==> src/core/chgsup_pkg.sv <==
// Shared constants, encodings and helpers of the charger supervisor
package chgsup_pkg;
  // Clock and reference tick
  localparam int CLK_HZ        = 20_000_000;
  localparam int CYC_PER_US    = CLK_HZ / 1_000_000;
  localparam int TICK_US       = 1000;
  localparam int TICK_CYC_DEF  = CYC_PER_US * TICK_US;
  // Interrupt pulse width
  localparam int PULSE_US      = 256;
  localparam int PULSE_CYC_DEF = CYC_PER_US * PULSE_US;
  // Minute built from reference ticks
  localparam int MIN_S         = 60;
  localparam int MIN_TICKS_DEF = MIN_S * 1_000_000 / TICK_US;
  // Protection and timer durations
  localparam int LOWBAT_HR     = 4;
  localparam int USB_MIN       = 45;
  localparam int HICCUP_MS     = 20;
  localparam int SHORT_MS      = 1;
  localparam int BLINK_HZ      = 1;
  localparam int HICCUP_TICKS  = HICCUP_MS * 1000 / TICK_US;
  localparam int SHORT_TICKS   = SHORT_MS * 1000 / TICK_US;
  localparam int BLINK_TICKS   = 1_000_000 / (2 * BLINK_HZ * TICK_US);
  localparam int OC_EVENTS     = 16;
  // Fast-charge timer hours per field code (arbitrary plain defaults)
  localparam int SAFE_HR_0     = 5;
  localparam int SAFE_HR_1     = 8;
  localparam int SAFE_HR_2     = 12;
  localparam int SAFE_HR_3     = 20;
  localparam int HALF_PER_HR   = 2 * 60;
  // Fault register layout
  localparam int FR_W          = 8;
  localparam int FR_BOOST      = 6;
  localparam int FR_TYPE_HI    = 5;
  localparam int FR_TYPE_LO    = 4;
  localparam int FR_BAT        = 3;
  localparam int FR_TS_HI      = 2;
  localparam int FR_TS_LO      = 0;
  localparam logic [1:0] FT_NONE  = 2'h0;
  localparam logic [1:0] FT_INOVP = 2'h1;
  localparam logic [1:0] FT_TSD   = 2'h2;
  localparam logic [1:0] FT_TIMER = 2'h3;
  // Charge configuration field
  localparam logic [1:0] CONF_OFF = 2'h0;
  localparam logic [1:0] CONF_CHG = 2'h1;

  typedef logic [15:0] chgsup_half_t;

  // Safety timer limit in half-minute units
  function automatic chgsup_half_t safe_limit(input logic [1:0] code, input logic low_bat);
    int hrs;
    hrs = (code == 2'h0) ? SAFE_HR_0 : (code == 2'h1) ? SAFE_HR_1 : (code == 2'h2) ? SAFE_HR_2 : SAFE_HR_3;
    if (low_bat) hrs = LOWBAT_HR;
    return chgsup_half_t'(hrs * HALF_PER_HR);
  endfunction : safe_limit
endpackage : chgsup_pkg

==> src/core/chgsup_sync.sv <==
// Two-flop synchroniser for a vector of pin levels
module chgsup_sync #(
  parameter int W = 1
) (
  input  wire logic         sys_clk,
  input  wire logic         rstn,
  input  wire logic [W-1:0] din,
  output logic      [W-1:0] dout
);
  logic [W-1:0] meta_ff;

  if (W < 1) begin : g_chk
    $error("chgsup_sync width must be positive");
  end

  // First stage read only by the second
  always_ff @(posedge sys_clk or negedge rstn) begin
    if (!rstn) begin
      meta_ff <= '0;
      dout    <= '0;
    end else begin
      meta_ff <= din;
      dout    <= meta_ff;
    end
  end
endmodule : chgsup_sync

==> src/core/chgsup_pulse.sv <==
// Fixed-width active-low pulse with one pending request
module chgsup_pulse #(
  parameter int PULSE_CYC = chgsup_pkg::PULSE_CYC_DEF
) (
  input  wire logic sys_clk,
  input  wire logic rstn,
  input  wire logic fire,
  output logic      pulse_n
);
  localparam int CW = $clog2(PULSE_CYC + 1);
  logic [CW-1:0] cnt_ff;
  logic          pend_ff;
  logic          busy;
  logic          start;

  if (PULSE_CYC < 2) begin : g_chk
    $error("chgsup_pulse needs at least two cycles");
  end

  assign busy  = (cnt_ff != '0);
  assign start = !busy && (fire || pend_ff);

  // Running pulse is never cut short; extra events queue one more
  always_ff @(posedge sys_clk or negedge rstn) begin
    if (!rstn) begin
      cnt_ff  <= '0;
      pend_ff <= 1'b0;
      pulse_n <= 1'b1;
    end else begin
      cnt_ff  <= start ? CW'(PULSE_CYC) : (busy ? cnt_ff - 1'b1 : cnt_ff);
      pend_ff <= busy ? (pend_ff || fire) : 1'b0;
      pulse_n <= !(start || (busy && cnt_ff != CW'(1)));
    end
  end

  // Low phase length checker
  logic [CW:0] low_len_ff;
  always_ff @(posedge sys_clk or negedge rstn) begin
    if (!rstn) low_len_ff <= '0;
    else       low_len_ff <= pulse_n ? '0 : low_len_ff + 1'b1;
  end

  a_pulse_width: assert property (@(posedge sys_clk) disable iff (!rstn)
    $rose(pulse_n) |-> low_len_ff == (CW + 1)'(PULSE_CYC))
    else $error("interrupt pulse width wrong");
endmodule : chgsup_pulse

==> src/core/chgsup_top.sv <==
// Charger supervisor: safety timer, status pins, fault latch and protections
module chgsup_top #(
  parameter int TICK_CYC  = chgsup_pkg::TICK_CYC_DEF,
  parameter int MIN_TICKS = chgsup_pkg::MIN_TICKS_DEF,
  parameter int PULSE_CYC = chgsup_pkg::PULSE_CYC_DEF
) (
  input  wire logic                         sys_clk,
  input  wire logic                         rstn,
  input  wire logic                         vin_uvlo_ok,
  input  wire logic                         vin_above_bat,
  input  wire logic                         vin_below_acov,
  input  wire logic                         vin_min_ok,
  input  wire logic                         vin_ovp,
  input  wire logic                         system_overvoltage,
  input  wire logic                         vbat_low,
  input  wire logic                         vbat_short,
  input  wire logic                         vbat_ovp,
  input  wire logic                         input_regulation,
  input  wire logic                         therm_reg,
  input  wire logic                         therm_shdn,
  input  wire logic                         boost_mode,
  input  wire logic                         boost_peak_oc,
  input  wire logic                         boost_below_bat,
  input  wire logic                         sys_short,
  input  wire logic                         src_ident,
  input  wire logic                         usb100_src,
  input  wire logic                         chg_done,
  input  wire logic                         charge_off_pin,
  input  wire logic [2:0]                   ts_fault,
  input  wire logic [2:0]                   hw_current_cap_pin,
  input  wire logic [1:0]                   chg_conf,
  input  wire logic                         timer_en,
  input  wire logic [1:0]                   timer_code,
  input  wire logic                         half_rate_en,
  input  wire logic [2:0]                   iin_lim_code,
  input  wire logic                         term_en,
  input  wire logic                         fault_rd,
  output logic                              power_good_out_n,
  output logic                              stat_out,
  output logic                              stat_oe_n,
  output logic                              int_n,
  output logic [chgsup_pkg::FR_W-1:0]       fault_reg,
  output logic                              therm_reg_status,
  output logic                              chg_enable,
  output logic                              converter_on,
  output logic                              hiz_mode,
  output logic                              battery_path_switch,
  output logic                              trickle_100ma,
  output logic                              term_allowed,
  output logic [2:0]                        iin_lim_eff
);
  import chgsup_pkg::*;

  typedef enum logic [1:0] {TM_IDLE, TM_RUN, TM_EXP} chgsup_tm_e;
  typedef enum logic       {BS_RUN, BS_OFF} chgsup_bs_e;

  localparam int NS  = 26;
  localparam int TCW = $clog2(TICK_CYC + 1);
  localparam int MCW = $clog2(MIN_TICKS + 1);

  if (TICK_CYC < 1 || MIN_TICKS < 1 || PULSE_CYC < 2) begin : g_chk
    $error("chgsup_top timing parameters out of range");
  end

  // Pin synchronisation and previous-value capture
  logic [NS-1:0] raw, s, prv_ff;
  assign raw = {vin_uvlo_ok, vin_above_bat, vin_below_acov, vin_min_ok, vin_ovp, system_overvoltage,
                vbat_low, vbat_short, vbat_ovp, input_regulation, therm_reg, therm_shdn, boost_mode,
                boost_peak_oc, boost_below_bat, sys_short, src_ident, usb100_src, chg_done,
                charge_off_pin, ts_fault, hw_current_cap_pin};

  chgsup_sync #(.W(NS)) u_sync (
    .sys_clk (sys_clk),
    .rstn    (rstn),
    .din     (raw),
    .dout    (s)
  );

  logic uvlo_s, abov_s, acov_s, vmin_s, ovp_s, sovp_s, blow_s, bshort_s, bovp_s, inreg_s;
  logic treg_s, tsd_s, bst_s, oc_s, bbb_s, sshort_s, ident_s, usb_s, done_s, coff_s;
  logic [2:0] ts_s, cap_s;
  assign {uvlo_s, abov_s, acov_s, vmin_s, ovp_s, sovp_s, blow_s, bshort_s, bovp_s, inreg_s,
          treg_s, tsd_s, bst_s, oc_s, bbb_s, sshort_s, ident_s, usb_s, done_s, coff_s,
          ts_s, cap_s} = s;

  logic [NS-1:0] rise;
  assign rise = s & ~prv_ff;
  logic uvlo_rise, uvlo_fall, ovp_rise, tsd_rise, bovp_rise, sshort_rise, coff_rise;
  logic ident_rise, done_rise, oc_rise, ts_rise;
  assign uvlo_rise   = rise[NS-1];
  assign uvlo_fall   = prv_ff[NS-1] && !uvlo_s;
  assign ovp_rise    = rise[NS-5];
  assign bovp_rise   = rise[NS-9];
  assign tsd_rise    = rise[NS-12];
  assign oc_rise     = rise[NS-14];
  assign sshort_rise = rise[NS-16];
  assign ident_rise  = rise[NS-17];
  assign done_rise   = rise[NS-19];
  assign coff_rise   = rise[NS-20];                                                 // high after low
  assign ts_rise     = (ts_s != 3'h0) && (prv_ff[5:3] == 3'h0);

  // Reference tick and minute tick
  logic [TCW-1:0] tick_cnt_ff;
  logic [MCW-1:0] min_cnt_ff;
  logic ms_tick, min_tick;
  assign ms_tick  = (tick_cnt_ff == TCW'(TICK_CYC - 1));
  assign min_tick = ms_tick && (min_cnt_ff == MCW'(MIN_TICKS - 1));

  always_ff @(posedge sys_clk or negedge rstn) begin
    if (!rstn) begin
      tick_cnt_ff <= '0;
      min_cnt_ff  <= '0;
      prv_ff      <= '0;
    end else begin
      tick_cnt_ff <= ms_tick ? '0 : tick_cnt_ff + 1'b1;
      min_cnt_ff  <= min_tick ? '0 : (ms_tick ? min_cnt_ff + 1'b1 : min_cnt_ff);
      prv_ff      <= s;
    end
  end

  // Register-side edge capture
  logic [1:0] conf_prv_ff;
  logic       ten_prv_ff;
  logic       conf_step, ten_rise, restart;
  assign conf_step = (conf_prv_ff == CONF_OFF) && (chg_conf == CONF_CHG);
  assign ten_rise  = timer_en && !ten_prv_ff;
  assign restart   = coff_rise || conf_step || ten_rise;

  // Power good and converter state
  logic pg_ok, hiz_ff, bs_run;
  chgsup_bs_e bs_ff, nxt_bs;
  assign pg_ok  = uvlo_s && abov_s && acov_s && vmin_s;
  assign bs_run = (bs_ff == BS_RUN);

  // Charge enable and activity
  chgsup_tm_e tm_ff, nxt_tm;
  logic chg_ok, chg_active;
  assign chg_ok = (chg_conf == CONF_CHG) && !coff_s && (ts_s == 3'h0) && (tm_ff != TM_EXP)
                  && !bovp_s && !hiz_ff && pg_ok && !ovp_s && !tsd_s && !bst_s;
  assign chg_active = chg_ok && !done_s;

  // Safety timer limit, step and expiry
  chgsup_half_t tm_cnt_ff, tm_lim;
  logic half, tm_hit;
  assign tm_lim = safe_limit(timer_code, blow_s);
  assign half   = (inreg_s || treg_s) && half_rate_en;
  assign tm_hit = (tm_ff == TM_RUN) && timer_en && chg_active && (tm_cnt_ff >= tm_lim);

  always_comb begin
    nxt_tm = tm_ff;
    case (tm_ff)
      TM_IDLE: if (timer_en && chg_active) nxt_tm = TM_RUN;
      TM_RUN:  if (!timer_en || !chg_active) nxt_tm = TM_IDLE;
               else if (tm_hit) nxt_tm = TM_EXP;
      TM_EXP:  if (!timer_en || restart) nxt_tm = TM_IDLE;
      default: nxt_tm = TM_IDLE;
    endcase
  end

  // Timer state and count in half-minute units
  always_ff @(posedge sys_clk or negedge rstn) begin
    if (!rstn) begin
      tm_ff       <= TM_IDLE;
      tm_cnt_ff   <= '0;
      conf_prv_ff <= CONF_OFF;
      ten_prv_ff  <= 1'b0;
    end else begin
      tm_ff       <= nxt_tm;
      tm_cnt_ff   <= (nxt_tm != TM_RUN) ? '0 :
                     (min_tick ? tm_cnt_ff + (half ? 16'h0001 : 16'h0002) : tm_cnt_ff);
      conf_prv_ff <= chg_conf;
      ten_prv_ff  <= timer_en;
    end
  end

  // USB 100 mA default-mode timer
  logic [5:0] usb_cnt_ff;
  logic usb_hit;
  assign usb_hit = usb_s && chg_active && min_tick && (usb_cnt_ff == 6'(USB_MIN - 1));

  always_ff @(posedge sys_clk or negedge rstn) begin
    if (!rstn) begin
      usb_cnt_ff <= '0;
      hiz_ff     <= 1'b0;
    end else begin
      usb_cnt_ff <= (!usb_s || !chg_active) ? '0 : (min_tick ? usb_cnt_ff + 1'b1 : usb_cnt_ff);
      hiz_ff     <= usb_hit || (hiz_ff && !uvlo_rise);
    end
  end

  // Boost hiccup protection
  logic [4:0] oc_cnt_ff;
  logic [4:0] hic_cnt_ff;
  logic bst_trip, hic_done;
  assign bst_trip = bst_s && bs_run &&
                    ((oc_rise && oc_cnt_ff == 5'(OC_EVENTS - 1)) || bbb_s);
  assign hic_done = ms_tick && (hic_cnt_ff == 5'(HICCUP_TICKS - 1));

  always_comb begin
    nxt_bs = bs_ff;
    case (bs_ff)
      BS_RUN:  if (bst_trip) nxt_bs = BS_OFF;
      BS_OFF:  if (hic_done) nxt_bs = BS_RUN;                                       // retry
      default: nxt_bs = BS_RUN;
    endcase
  end

  // Consecutive events are those within one reference tick
  always_ff @(posedge sys_clk or negedge rstn) begin
    if (!rstn) begin
      bs_ff      <= BS_RUN;
      oc_cnt_ff  <= '0;
      hic_cnt_ff <= '0;
    end else begin
      bs_ff      <= nxt_bs;
      oc_cnt_ff  <= (!bs_run || bst_trip || ms_tick) ? '0 : (oc_rise ? oc_cnt_ff + 1'b1 : oc_cnt_ff);
      hic_cnt_ff <= (bs_run || hic_done) ? '0 : (ms_tick ? hic_cnt_ff + 1'b1 : hic_cnt_ff);
    end
  end

  // Battery short and system short path control
  logic [4:0] sh_cnt_ff;
  logic path_lat_ff, sh_wait;
  assign sh_wait = bshort_s && (sh_cnt_ff < 5'(SHORT_TICKS));

  always_ff @(posedge sys_clk or negedge rstn) begin
    if (!rstn) begin
      sh_cnt_ff   <= '0;
      path_lat_ff <= 1'b0;
    end else begin
      sh_cnt_ff   <= !bshort_s ? '0 : ((sh_wait && ms_tick) ? sh_cnt_ff + 1'b1 : sh_cnt_ff);
      path_lat_ff <= sshort_rise || sshort_s || (path_lat_ff && !uvlo_rise);
    end
  end

  // Fault register next value
  logic [1:0] ft_q, nxt_ft;
  logic bstf_q, batf_q;
  logic fault_evt;
  assign nxt_ft = tsd_rise ? FT_TSD :
                  ovp_rise ? FT_INOVP :
                  tm_hit   ? FT_TIMER :
                  fault_rd ? FT_NONE : ft_q;
  assign fault_evt = tsd_rise || ovp_rise || tm_hit || bst_trip || bovp_rise || ts_rise;

  always_ff @(posedge sys_clk or negedge rstn) begin
    if (!rstn) begin
      ft_q   <= FT_NONE;
      bstf_q <= 1'b0;
      batf_q <= 1'b0;
    end else begin
      ft_q   <= nxt_ft;
      bstf_q <= bst_trip || (bstf_q && !fault_rd);                                  // set wins
      batf_q <= bovp_rise || (batf_q && !fault_rd);                                 // set wins
    end
  end

  // Interrupt event collection
  logic irq_fire, pg_rise;
  assign pg_rise  = pg_ok && power_good_out_n;
  assign irq_fire = ident_rise || pg_rise || uvlo_fall || ovp_rise || done_rise || fault_evt;

  chgsup_pulse #(.PULSE_CYC(PULSE_CYC)) u_pulse (
    .sys_clk (sys_clk),
    .rstn    (rstn),
    .fire    (irq_fire),
    .pulse_n (int_n)
  );

  // Status pin blink and suspend decode
  logic [8:0] blink_cnt_ff;
  logic blink_ff, suspend;
  assign suspend = (tm_ff == TM_EXP) || (ts_s != 3'h0) || ovp_s || sovp_s;

  always_ff @(posedge sys_clk or negedge rstn) begin
    if (!rstn) begin
      blink_cnt_ff <= '0;
      blink_ff     <= 1'b0;
    end else if (ms_tick) begin
      blink_cnt_ff <= (blink_cnt_ff == 9'(BLINK_TICKS - 1)) ? '0 : blink_cnt_ff + 1'b1;
      blink_ff     <= (blink_cnt_ff == 9'(BLINK_TICKS - 1)) ? !blink_ff : blink_ff;
    end
  end

  // Registered outputs
  always_ff @(posedge sys_clk or negedge rstn) begin
    if (!rstn) begin
      power_good_out_n    <= 1'b1;
      stat_out            <= 1'b0;
      stat_oe_n           <= 1'b1;
      fault_reg           <= '0;
      therm_reg_status    <= 1'b0;
      chg_enable          <= 1'b0;
      converter_on        <= 1'b0;
      hiz_mode            <= 1'b0;
      battery_path_switch <= 1'b0;
      trickle_100ma       <= 1'b0;
      term_allowed        <= 1'b0;
      iin_lim_eff         <= '0;
    end else begin
      power_good_out_n    <= !pg_ok;
      stat_out            <= 1'b0;
      stat_oe_n           <= suspend ? blink_ff : !chg_active;
      fault_reg[FR_W-1]   <= 1'b0;
      fault_reg[FR_BOOST] <= bstf_q;
      fault_reg[FR_TYPE_HI:FR_TYPE_LO] <= ft_q;
      fault_reg[FR_BAT]   <= batf_q;
      fault_reg[FR_TS_HI:FR_TS_LO] <= ts_s;                                         // live
      therm_reg_status    <= treg_s;
      chg_enable          <= chg_ok;
      converter_on        <= !tsd_s && (bst_s ? bs_run : (pg_ok && !ovp_s && !sovp_s && !hiz_ff));
      hiz_mode            <= hiz_ff;
      battery_path_switch <= !path_lat_ff && !sh_wait;
      trickle_100ma       <= bshort_s && !sh_wait;
      term_allowed        <= term_en && !treg_s && !inreg_s;
      iin_lim_eff         <= (cap_s < iin_lim_code) ? cap_s : iin_lim_code;
    end
  end

  a_timer_expire_code: assert property (@(posedge sys_clk) disable iff (!rstn)
    tm_hit && !tsd_rise && !ovp_rise |=> ##1
    fault_reg[FR_TYPE_HI:FR_TYPE_LO] == FT_TIMER)
    else $error("timer expiry not reported as type 11");

  a_timer_disabled: assert property (@(posedge sys_clk) disable iff (!rstn)
    !timer_en |=> tm_cnt_ff == '0 && tm_ff == TM_IDLE)
    else $error("safety timer active while disabled");

  a_half_rate_step: assert property (@(posedge sys_clk) disable iff (!rstn)
    tm_ff == TM_RUN && nxt_tm == TM_RUN && min_tick && half |=> tm_cnt_ff == $past(tm_cnt_ff) + 16'h0001)
    else $error("timer not at half rate in regulation");

  a_power_good: assert property (@(posedge sys_clk) disable iff (!rstn)
    !power_good_out_n |-> $past(uvlo_s) && $past(abov_s) && $past(acov_s) && $past(vmin_s))
    else $error("power good low without valid input");

  a_stat_charging: assert property (@(posedge sys_clk) disable iff (!rstn)
    chg_active && !suspend |=> !stat_oe_n && !stat_out)
    else $error("status pin not low while charging");

  a_hiccup_off: assert property (@(posedge sys_clk) disable iff (!rstn)
    bst_trip && !tsd_s |=> bstf_q ##1 (!bs_run)[*7])
    else $error("boost hiccup did not hold converter off");

  a_fault_hold: assert property (@(posedge sys_clk) disable iff (!rstn)
    batf_q && !fault_rd |=> batf_q)
    else $error("battery fault lost before read");

  a_bat_ovp_stop: assert property (@(posedge sys_clk) disable iff (!rstn)
    bovp_s |=> !chg_enable)
    else $error("charging enabled during battery over-voltage");

  a_input_limit: assert property (@(posedge sys_clk) disable iff (!rstn)
    1'b1 |=> iin_lim_eff <= $past(cap_s) && iin_lim_eff <= $past(iin_lim_code))
    else $error("input limit above a cap");

  a_sys_latch: assert property (@(posedge sys_clk) disable iff (!rstn)
    path_lat_ff && !uvlo_rise |=> !battery_path_switch ##1 !battery_path_switch)
    else $error("path switch on during latch-off");
endmodule : chgsup_top

==> config.mk <==
export PLATFORM = sky130hd
export DESIGN_NAME = chgsup_top
export DESIGN_NICKNAME = d
export VERILOG_FILES = /design/src/core/chgsup_pkg.sv /design/src/core/chgsup_sync.sv /design/src/core/chgsup_pulse.sv /design/src/core/chgsup_top.sv
export SDC_FILE = /design/constraint.sdc
export NUM_CORES = 1
export LEC_CHECK = 0
export BUFFER_PORTS_ARGS = -buffer_cell sky130_fd_sc_hd__clkbuf_2
export CAP_MARGIN = 20
export CORE_MARGIN = 4
export CORE_UTILIZATION = 55
export CTS_CLUSTER_DIAMETER = 30
export DETAILED_ROUTE_END_ITERATION = 12
export PLACE_DENSITY_LB_ADDON = 0.08
export SETUP_SLACK_MARGIN = 0.5
export SLEW_MARGIN = 15
export SYNTH_ARGS = -nofsm -noshare
export SYNTH_HDL_FRONTEND = slang
export SYNTH_SLANG_ARGS = --single-unit
export TNS_END_PERCENT = 100
==> constraint.sdc <==
create_clock -name sys_clk -period 5.68 [get_ports sys_clk]
set_input_delay 0 -clock sys_clk [delete_from_list [all_inputs] [get_ports sys_clk]]
set_output_delay 0 -clock sys_clk [all_outputs]
set_load 0.03 [all_outputs]
---- Word-level counts from Yosys, hierarchy flattened ----
Index checks and enable logic that the tools add are counted.
word-level totals
  flip-flop bits (word level) ............. 202
  output and inout port bits .............. 22
  word-level logic and storage cells ...... 218
operators by class
  $add $sub $neg .......................... 9
  $mul .................................... 1
  order comparisons ....................... 3
  eq/ne operators ......................... 15
  mux-type cells .......................... 37
  bitwise gates (word level) .............. 3
  reduce and logical (&&, ||, !) cells .... 115
operators with widths
  operator                                                               count
  16-bit two-way mux                                                     4
  5-bit two-way mux                                                      10
  1-bit logical AND                                                      47
  32-bit by 5-bit multiplier with 13-bit output (second input constant)  1
  1-bit logical OR                                                       30
  26-bit AND                                                             1
  13-bit two-way mux                                                     2
  26-bit inverter                                                        1
  1-bit logical NOT                                                      23
  2-bit two-way mux                                                      9
  16-bit by 1-bit adder with 16-bit output (second input constant)       1
  16-bit by 2-bit adder with 16-bit output                               1
  16-bit equality test (second input constant)                           1
  16-bit greater-or-equal comparator                                     1
  15-bit by 1-bit adder with 15-bit output (second input constant)       1
  5-bit by 1-bit adder with 5-bit output (second input constant)         3
  15-bit equality test (second input constant)                           1
  15-bit two-way mux                                                     1
  13-bit by 1-bit != test with 1-bit output (second input constant)      1
  13-bit nonzero test                                                    1
  13-bit by 1-bit subtractor with 13-bit output (second input constant)  1
  6-bit two-way mux                                                      2
  2-bit nonzero test                                                     6
  9-bit by 1-bit adder with 9-bit output (second input constant)         1
  22 further kinds                                                       33

---- Longest topological paths before layout ----
Gate-level depths: netlist of run 1.
  depth after elaboration ................. 22
  depth in mapped cells ................... 22
  depth with buffers taken out ............ 20

---- By module ----
A second synthesis of run 1 with hierarchy kept.
second synthesis, totals
  cell total of the unflattened synthesis .. 731
  area, all modules ....................... 8157.8 um^2
modules (own cells, without submodules)
  module        instances  cells an instance  area each (um^2)
  chgsup_top    1          602                6040.8
  chgsup_sync   1          52                 1301.2
  chgsup_pulse  1          77                 815.8

---- Least setup slack after synthesis of run 1 ----
Ideal clock, no wire load.
  path kind ............................... register to register
  from .................................... register u_sync.dout[19]
  to ...................................... register u_pulse.cnt_ff[0]
  library setup time ...................... 120 ps
  arrival time ............................ 3713 ps
  data required time ...................... 5560 ps
  setup slack ............................. 1847 ps
  stages on the path, launching flop included .. 18
  buffers on the path ..................... 0
  path through ............................ dfrtp_1 nand2b_1 inv_1 ha_1 ha_1 ha_1 ha_1 a21oi_1 o21bai_1 a21oi_1 xor2_1 ha_1 nand4_1 nor2_1 o21ai_0 a2111oi_2 nor2_1 a31o_1
on the way
  word-level cells in the longest chain between the ends .. 12
  elaborated cells between the ends (all ways) .. 13
ends and longest elaborated chain
  what                                                             line                RTL
  start, declared                                                  chgsup_sync.sv:8    output logic [W-1:0] dout
  start signal, assigned                                           chgsup_sync.sv:23   dout <= meta_ff;
  5-bit two-way mux (*)                                            chgsup_pkg.sv:52    if (low_bat) hrs = LOWBAT_HR;
  32-bit by 5-bit multiplier with 13-bit output (*)                chgsup_pkg.sv:53    return chgsup_half_t'(hrs * HALF_PER_HR);
  16-bit greater-or-equal comparator (*)                           chgsup_top.sv:147   assign tm_hit = (tm_ff == TM_RUN) && timer_en && chg_active && (tm_cnt_ff >= tm_lim);
  1-bit logical AND (*)                                            chgsup_top.sv:147
  1-bit logical OR (*) (4 in series)                               chgsup_top.sv:244   assign fault_evt = tsd_rise || ovp_rise || tm_hit || bst_trip || bovp_rise || ts_rise;
  1-bit logical OR (*)                                             chgsup_top.sv:261   assign irq_fire = ident_rise || pg_rise || uvlo_fall || ovp_rise || done_rise || fault_evt;
  1-bit logical OR (*)                                             chgsup_pulse.sv:21  assign start = !busy && (fire || pend_ff);
  1-bit logical AND (*)                                            chgsup_pulse.sv:21
  13-bit two-way mux / 2-bit nonzero test (equally long branches)  n/a
  end signal, assigned                                             chgsup_pulse.sv:30  cnt_ff <= start ? CW'(PULSE_CYC) : (busy ? cnt_ff - 1'b1 : cnt_ff);
  end, declared                                                    chgsup_pulse.sv:11  logic [CW-1:0] cnt_ff;
Mark *: on every way between the ends. The rest lies on a longest branch, timed or not.
A chain may end at the register's enable or synchronous reset.

---- Final worst setup path of run 1 ----
  from .................................... register u_sync.dout[19]
  to ...................................... register u_pulse.cnt_ff[1]
The elaborated chain is that of the path after synthesis.

==> flow_summary.ini, run 1 <==
[cells_and_area]
layout_commonest_cell = dfrtp_1
reg_top3 = u_sync.dout x26, u_sync.meta_ff x26
syn_to_final_growth_pct = 17.8
multi_input_area_mm2 = 0.00307
num-fill-cells = 1019
fin_area_mm2 = 0.00928
seqCellArea_mm2 = 0.00461
final_nets = 872
mostFrequentLayoutCells = dfrtp_1, nor2_1, nand2_1
n_antenna_cell = 0
drive_gt1_share_pct = 13.0

[route]
final_antenna_net_count = 0
via_per_inst = 5.35
firstDrtPassIters = 4
wl_per_cell_um = 14.7
vias = 5261
drt_first_iter_violations = 364
drc = 0
wirelength_um = 14500

[global_route]
antenna_found_initial = 0
gr-usage-all-layers_pct = 19.3
use_met3_pct = 4.50
use_met1_pct = 26.0
grt_max_degree = 99
grt_pass1_wl_um = 25500
first_global_vias = 5431
grt.busiest_layer = met2
use_met2_pct = 31.6
grt-ovfl-total = 0

[clock_network]
clk_latency_ps = 430
cts_tree = yes
cts_resized = 0
clock_path_buffers = 2
ctsHoldBuffers = 35
clk_pin_slew_worst_paths_ps = 70
cts.sinks = 184
h-tree-depth = 4
postCtsSetupBuffers = 0
cts_buffers = 17
root_buffer = clkbuf_16

[timing]
slew-limit-headroom_pct = 37.8
finalCriticalPeriod_ps = 4310
clock_skew_ps = 8.89
finalHoldViolCount = 0
finalSetupViolCount = 0
drv_slew = 0
worstMarginPinSlew_ps = 925
fin_tns_setup_ps = 0
clock.fmax_mhz = 232
rsz0062_at_grt = no
period_share_pct = 75.8

[floorplanning]
ios = 61
die_area_mm2 = 0.0163
rows = 43
core_area_mm2 = 0.0139
die_h_um = 128
start_util_pct = 56.5
die_w_um = 128

[critical_path]
path_class = register to register
worst-path-buf-inv = 1
cp.required_ps = 5990
cpMostUsedCell = ha_1
max_stage_delay_ps = 600
cp_cell_sequence = nand2b_1 -> inv_1 -> ha_1 -> ha_1 -> ha_1 -> ha_1 -> a21oi_1 -> o21bai_1 -> a21oi_1 -> xor2_1 -> ha_1 -> nand4_1 -> nor2_1 -> o21ai_0 -> a2111oi_2 -> nor2_1 -> a31o_1
crit_arrival_ps = 4620
critPathMaxFanout = 6
crit_path_start_kind = register
end_kind = register
crit_slowest_cell = a2111oi_2
critPathTopFamily = adder cells

[logic_synthesis]
netlist_area_mm2 = 0.00788
syn-mean-instance-area_um2 = 11.3
synthArstFlopShare_pct = 100
synth_seq_cells = 184
syn_inst = 694
ys_types = 54
synth-edff-count = 0
ys_seq_area_share_pct = 58.5
synth_top_area_share_pct = 57.5
synth_ff_type = dfrtp_1
synth_area_leaders = dfrtp_1, ha_1, xnor2_1
synth_area_leader_cell = dfrtp_1
ys_warn_count = 0

[flow_run]
maxCapViolCount = 0

[pwr]
netSwitchingPower_w = 0.000614
powerDensity_mw_per_mm2 = 293
switching_share_pct = 22.6
p_leak_nw = 4.23
power.share.combinational_pct = 5.9
peakVddDrop_mv = 0.235
power.share.clock_pct = 44.0
p_int_w = 0.00210
seqPwrFrac_pct = 50.1

[outcome]
status = complete, no violations

[hold_path]
worstHoldPathType = primary input to register

[placement]
routabilityCongestion = 0.842
portBuffers = 58
placed_area_mm2 = 0.00832
detailed_place_hpwl_um = 9880
[power groups by stage]
| stage | clock, W | combinational, W | sequential, W |
|---|---|---|---|
| CTS | 0.00122 | 0.000163 | 0.00136 |
| global route | 0.00128 | 0.000184 | 0.00136 |
| detailed placement | 0 | 0.000143 | 0.00139 |
| floorplan | 0 | 0.0000682 | 0.00139 |
| global placement | 0 | 0.000137 | 0.00138 |
| finish | 0.00120 | 0.000160 | 0.00136 |
[cells in the mapped netlist, types with 6 or more instances]
cell      count
dfrtp_1     181
nand2_1      63
nor2_1       63
ha_1         40
o21ai_0      34
inv_1        30
xnor2_1      28
xor2_1       27
a21oi_1      23
nand4_1      17
nor3_1       16
nand2b_1     15
nand3_1      14
nor2b_1      14
and3_1       10
nor4_1       10
a21o_1        9
clkbuf_1      8
o31ai_1       8
or3_1         8
or4_1         6
[path summary, 6_finish.rpt]
kind                                    from                end  slack [ps]  cells after the start
setup / recovery             u_sync.dout[19]  u_pulse.cnt_ff[1]        1370                     17
hold / removal                  half_rate_en       tm_cnt_ff[1]         130                      5
setup reg to reg             u_sync.dout[19]  u_pulse.cnt_ff[1]        1370                     17
hold reg to reg            u_sync.meta_ff[0]     u_sync.dout[0]         350                      0
max in group asynchronous               rstn      min_cnt_ff[5]        4230                      3
min in group asynchronous               rstn     u_sync.dout[9]         210                      2
[final cells by class]
class | instances | share of cell area [%]
Clock buffer | 21 | 5.07
Clock inverter | 10 | 1.42
Inverter | 30 | 1.21
Multi-Input combinational cell | 464 | 33.1
Sequential cell | 184 | 49.7
Tap cell | 180 | 2.43
Timing Repair Buffer | 94 | 7.09
[routing by layer]
metal	vias to the layer above	routed length (um)
li1	2599	-
met1	2577	6750
met2	71	6980
met3	14	552
met4	0	181
met5	-	0
[metrics by stage]
| stage | utilization [%] | worst slack [ps] | power, W | hold slack (ps) | cells |
|---|---|---|---|---|---|
| 2_1_floorplan | - | 1850 | 0.00146 | -296 | 695 |
| 3_3_place_gp | 59.7 | 1530 | 0.00152 | 108 | 917 |
| 3_5_place_dp | 59.7 | 1340 | 0.00153 | 110 | 917 |
| 4_1_cts | 66.6 | 1340 | 0.00274 | 132 | 983 |
| 5_1_grt | 66.6 | 1060 | 0.00283 | 175 | 983 |
| 6_report | 66.6 | 1370 | 0.00272 | 130 | 983 |
[worst min-delay path, cell delays in order]
cell      delay [ps]
clkbuf_2          70
o21ai_0          110
inv_1            120
fa_1             160
a211oi_1          60
[cells by family after synthesis]
logic type / synth area share, %
adder cells (fa/ha/maj): 6.86
AND/OR/NAND/NOR: 17.8
flip-flops: 58.5
XOR/XNOR: 6.12
other: 0.0476
buffers and inverters: 2.53
AO/OA/AOI/OAI: 7.20
multiplexers: 0.937
(Power assumes the default switching activity.)
==> inputs of run 2 (changes only) <==
--- a/config.mk
+++ b/config.mk
@@ -8,7 +8,7 @@
 export BUFFER_PORTS_ARGS = -buffer_cell sky130_fd_sc_hd__clkbuf_2
 export CAP_MARGIN = 20
 export CORE_MARGIN = 4
-export CORE_UTILIZATION = 55
+export CORE_UTILIZATION = 54
 export CTS_CLUSTER_DIAMETER = 30
 export DETAILED_ROUTE_END_ITERATION = 12
 export PLACE_DENSITY_LB_ADDON = 0.08
==> constraint.sdc (replaced) <==
create_clock -name sys_clk -period 3.5 [get_ports sys_clk]
set_input_delay 0 -clock sys_clk [delete_from_list [all_inputs] [get_ports sys_clk]]
set_output_delay 0 -clock sys_clk [all_outputs]
set_load 0.03 [all_outputs]
==> flow_summary.ini, run 2 (synthesis results as in run 1) <==
[global_route]
first_global_vias = 5673
grt_pass1_wl_um = 26100
gr-usage-all-layers_pct = 19.6
antenna_found_initial = 0
grt-ovfl-total = 0
grt_max_degree = 86

[cells_and_area]
reg_top3 = u_sync.dout x26, u_sync.meta_ff x26
final_nets = 903
num-fill-cells = 1044
mostFrequentLayoutCells = dfrtp_1, nand2_1, nor2_1
n_antenna_cell = 0
syn_to_final_growth_pct = 22.7
instances_no_fill = 1013
layout_commonest_cell = dfrtp_1
drive_gt1_share_pct = 19.4

[floorplanning]
die_h_um = 129
rows = 43
die_w_um = 129
start_util_pct = 55.9
die_area_mm2 = 0.0166
core_area_mm2 = 0.0141
ios = 61

[critical_path]
cp.required_ps = 3830
cpMostUsedCell = ha_4
crit_arrival_ps = 4010
crit_path_start_kind = register
end_kind = register
max_stage_delay_ps = 430
crit_slowest_cell = dfrtp_2
critPathMaxFanout = 6
path_class = register to register
cp_cell_sequence = nand2b_4 -> inv_4 -> ha_4 -> ha_4 -> ha_4 -> ha_4 -> a21oi_4 -> o21bai_1 -> a21oi_1 -> xor2_1 -> ha_1 -> a21oi_2 -> o211ai_1 -> a31oi_2 -> a2111oi_4 -> buf_4 -> o31a_1 -> nor4_2

[route]
vias = 5394
final_antenna_net_count = 0
drc = 0
wl_per_cell_um = 14.7
firstDrtPassIters = 4
wirelength_um = 14900
drt_first_iter_violations = 193
via_per_inst = 5.32

[placement]
routabilityCongestion = 0.821
detailed_place_hpwl_um = 10600
portBuffers = 58
post-place-cells = 947
place_ws_ps = -229

[timing]
slew-limit-headroom_pct = 29.5
clock_skew_ps = 8.91
drv_slew = 0
fin_tns_setup_ps = -2240
worstMarginPinSlew_ps = 1050
rsz0062_at_grt = yes
finalHoldViolCount = 0
clock.fmax_mhz = 272
period_share_pct = 105
layout_setup_ws_ps = -181
finalCriticalPeriod_ps = 3680
finalSetupViolCount = 24

[pwr]
power.share.combinational_pct = 7.2
switching_share_pct = 23.4
p_int_w = 0.00335
power.share.clock_pct = 42.2
seqPwrFrac_pct = 50.5
powerDensity_mw_per_mm2 = 452
netSwitchingPower_w = 0.00102
p_leak_nw = 4.39
peakVddDrop_mv = 0.345

[outcome]
violations = setup timing
status = finished with violations

[clock_network]
h-tree-depth = 4
cts_buffers = 17
cts.sinks = 184
clk_latency_ps = 420
clock_path_buffers = 2
root_buffer = clkbuf_16
cts_tree = yes
clk_pin_slew_worst_paths_ps = 60

[hold_path]
worstHoldPathType = primary input to register

[flow_run]
maxCapViolCount = 0
[run 2: area by class of cell]
| cell class | count | area [um2] | area share [%] |
|---|---|---|---|
| clock buffer | 18 | 439 | 4.54 |
| clock inverter | 12 | 135 | 1.40 |
| inverter | 30 | 115 | 1.19 |
| multi-input combinational | 464 | 3240 | 33.5 |
| sequential | 184 | 4610 | 47.7 |
| tap | 180 | 225 | 2.33 |
| timing repair buffer | 125 | 898 | 9.30 |
[run 2: power by group through the flow]
stage	combinational, W	clock [W]	sequential, W
after global routing	0.000357	0.00200	0.00221
after global placement	0.000276	0	0.00225
after detailed placement	0.000284	0	0.00225
after floorplan	0.000130	0	0.00226
final	0.000316	0.00185	0.00221
after CTS	0.000318	0.00189	0.00221
[run 2: critical path, delay by kind of cell (launching register included)]
family                   cells  cell delay [ps]
AND/OR/NAND/NOR              2              300
buffers and inverters        2              220
XOR/XNOR                     1              180
flip-flops                   1              430
adder cells (fa/ha/maj)      5             1180
AO/OA/AOI/OAI                8             1250
[run 2: worst paths after layout]
check,from,to,slack (ps),depth (start not counted)
min reg2reg,u_sync.meta_ff[19],u_sync.dout[19],350,0
max reg2reg,u_sync.dout[19],u_pulse.pulse_n,-180,18
min in group asynchronous,rstn,u_pulse.cnt_ff[6],180,2
max in group asynchronous,rstn,u_pulse.cnt_ff[2],2360,3
max,u_sync.dout[19],u_pulse.pulse_n,-180,18
min,half_rate_en,tm_cnt_ff[1],160,5
[run 2: metal layers]
layer / track usage [%] / share of wire, % / up-vias / wire length (um)
met2: 33.9 / 52 / 62 / 7730
li1: - / - / 2640 / -
met5: 0 / 0 / - / 0
met1: 25.1 / 44 / 2682 / 6610
met3: 4.69 / 3.1 / 10 / 467
met4: 4.69 / 0.72 / 0 / 108
[run 2: metrics by stage]
| step | area, um2 | hold WS [ps] | total power (W) | util, % |
|---|---|---|---|---|
| final | 9660 | 164 | 0.00437 | 68.6 |
| after global routing | 9660 | 207 | 0.00457 | 68.6 |
| after CTS | 9620 | 166 | 0.00442 | 68.2 |
| after detailed placement | 8640 | 95.8 | 0.00253 | 61.3 |
| after global placement | 8640 | 86.3 | 0.00252 | 61.3 |
| after floorplan | 7990 | -296 | 0.00239 | - |
[run 2: repair_timing]
item                       4_1_cts  5_1_grt
setup endpoints to repair       26       26
gates resized for setup         11        9
gates cloned                     0        0
pin swaps                        1        4
hold endpoints to repair       117        0
hold buffers                    35        0
setup buffers                    1        0
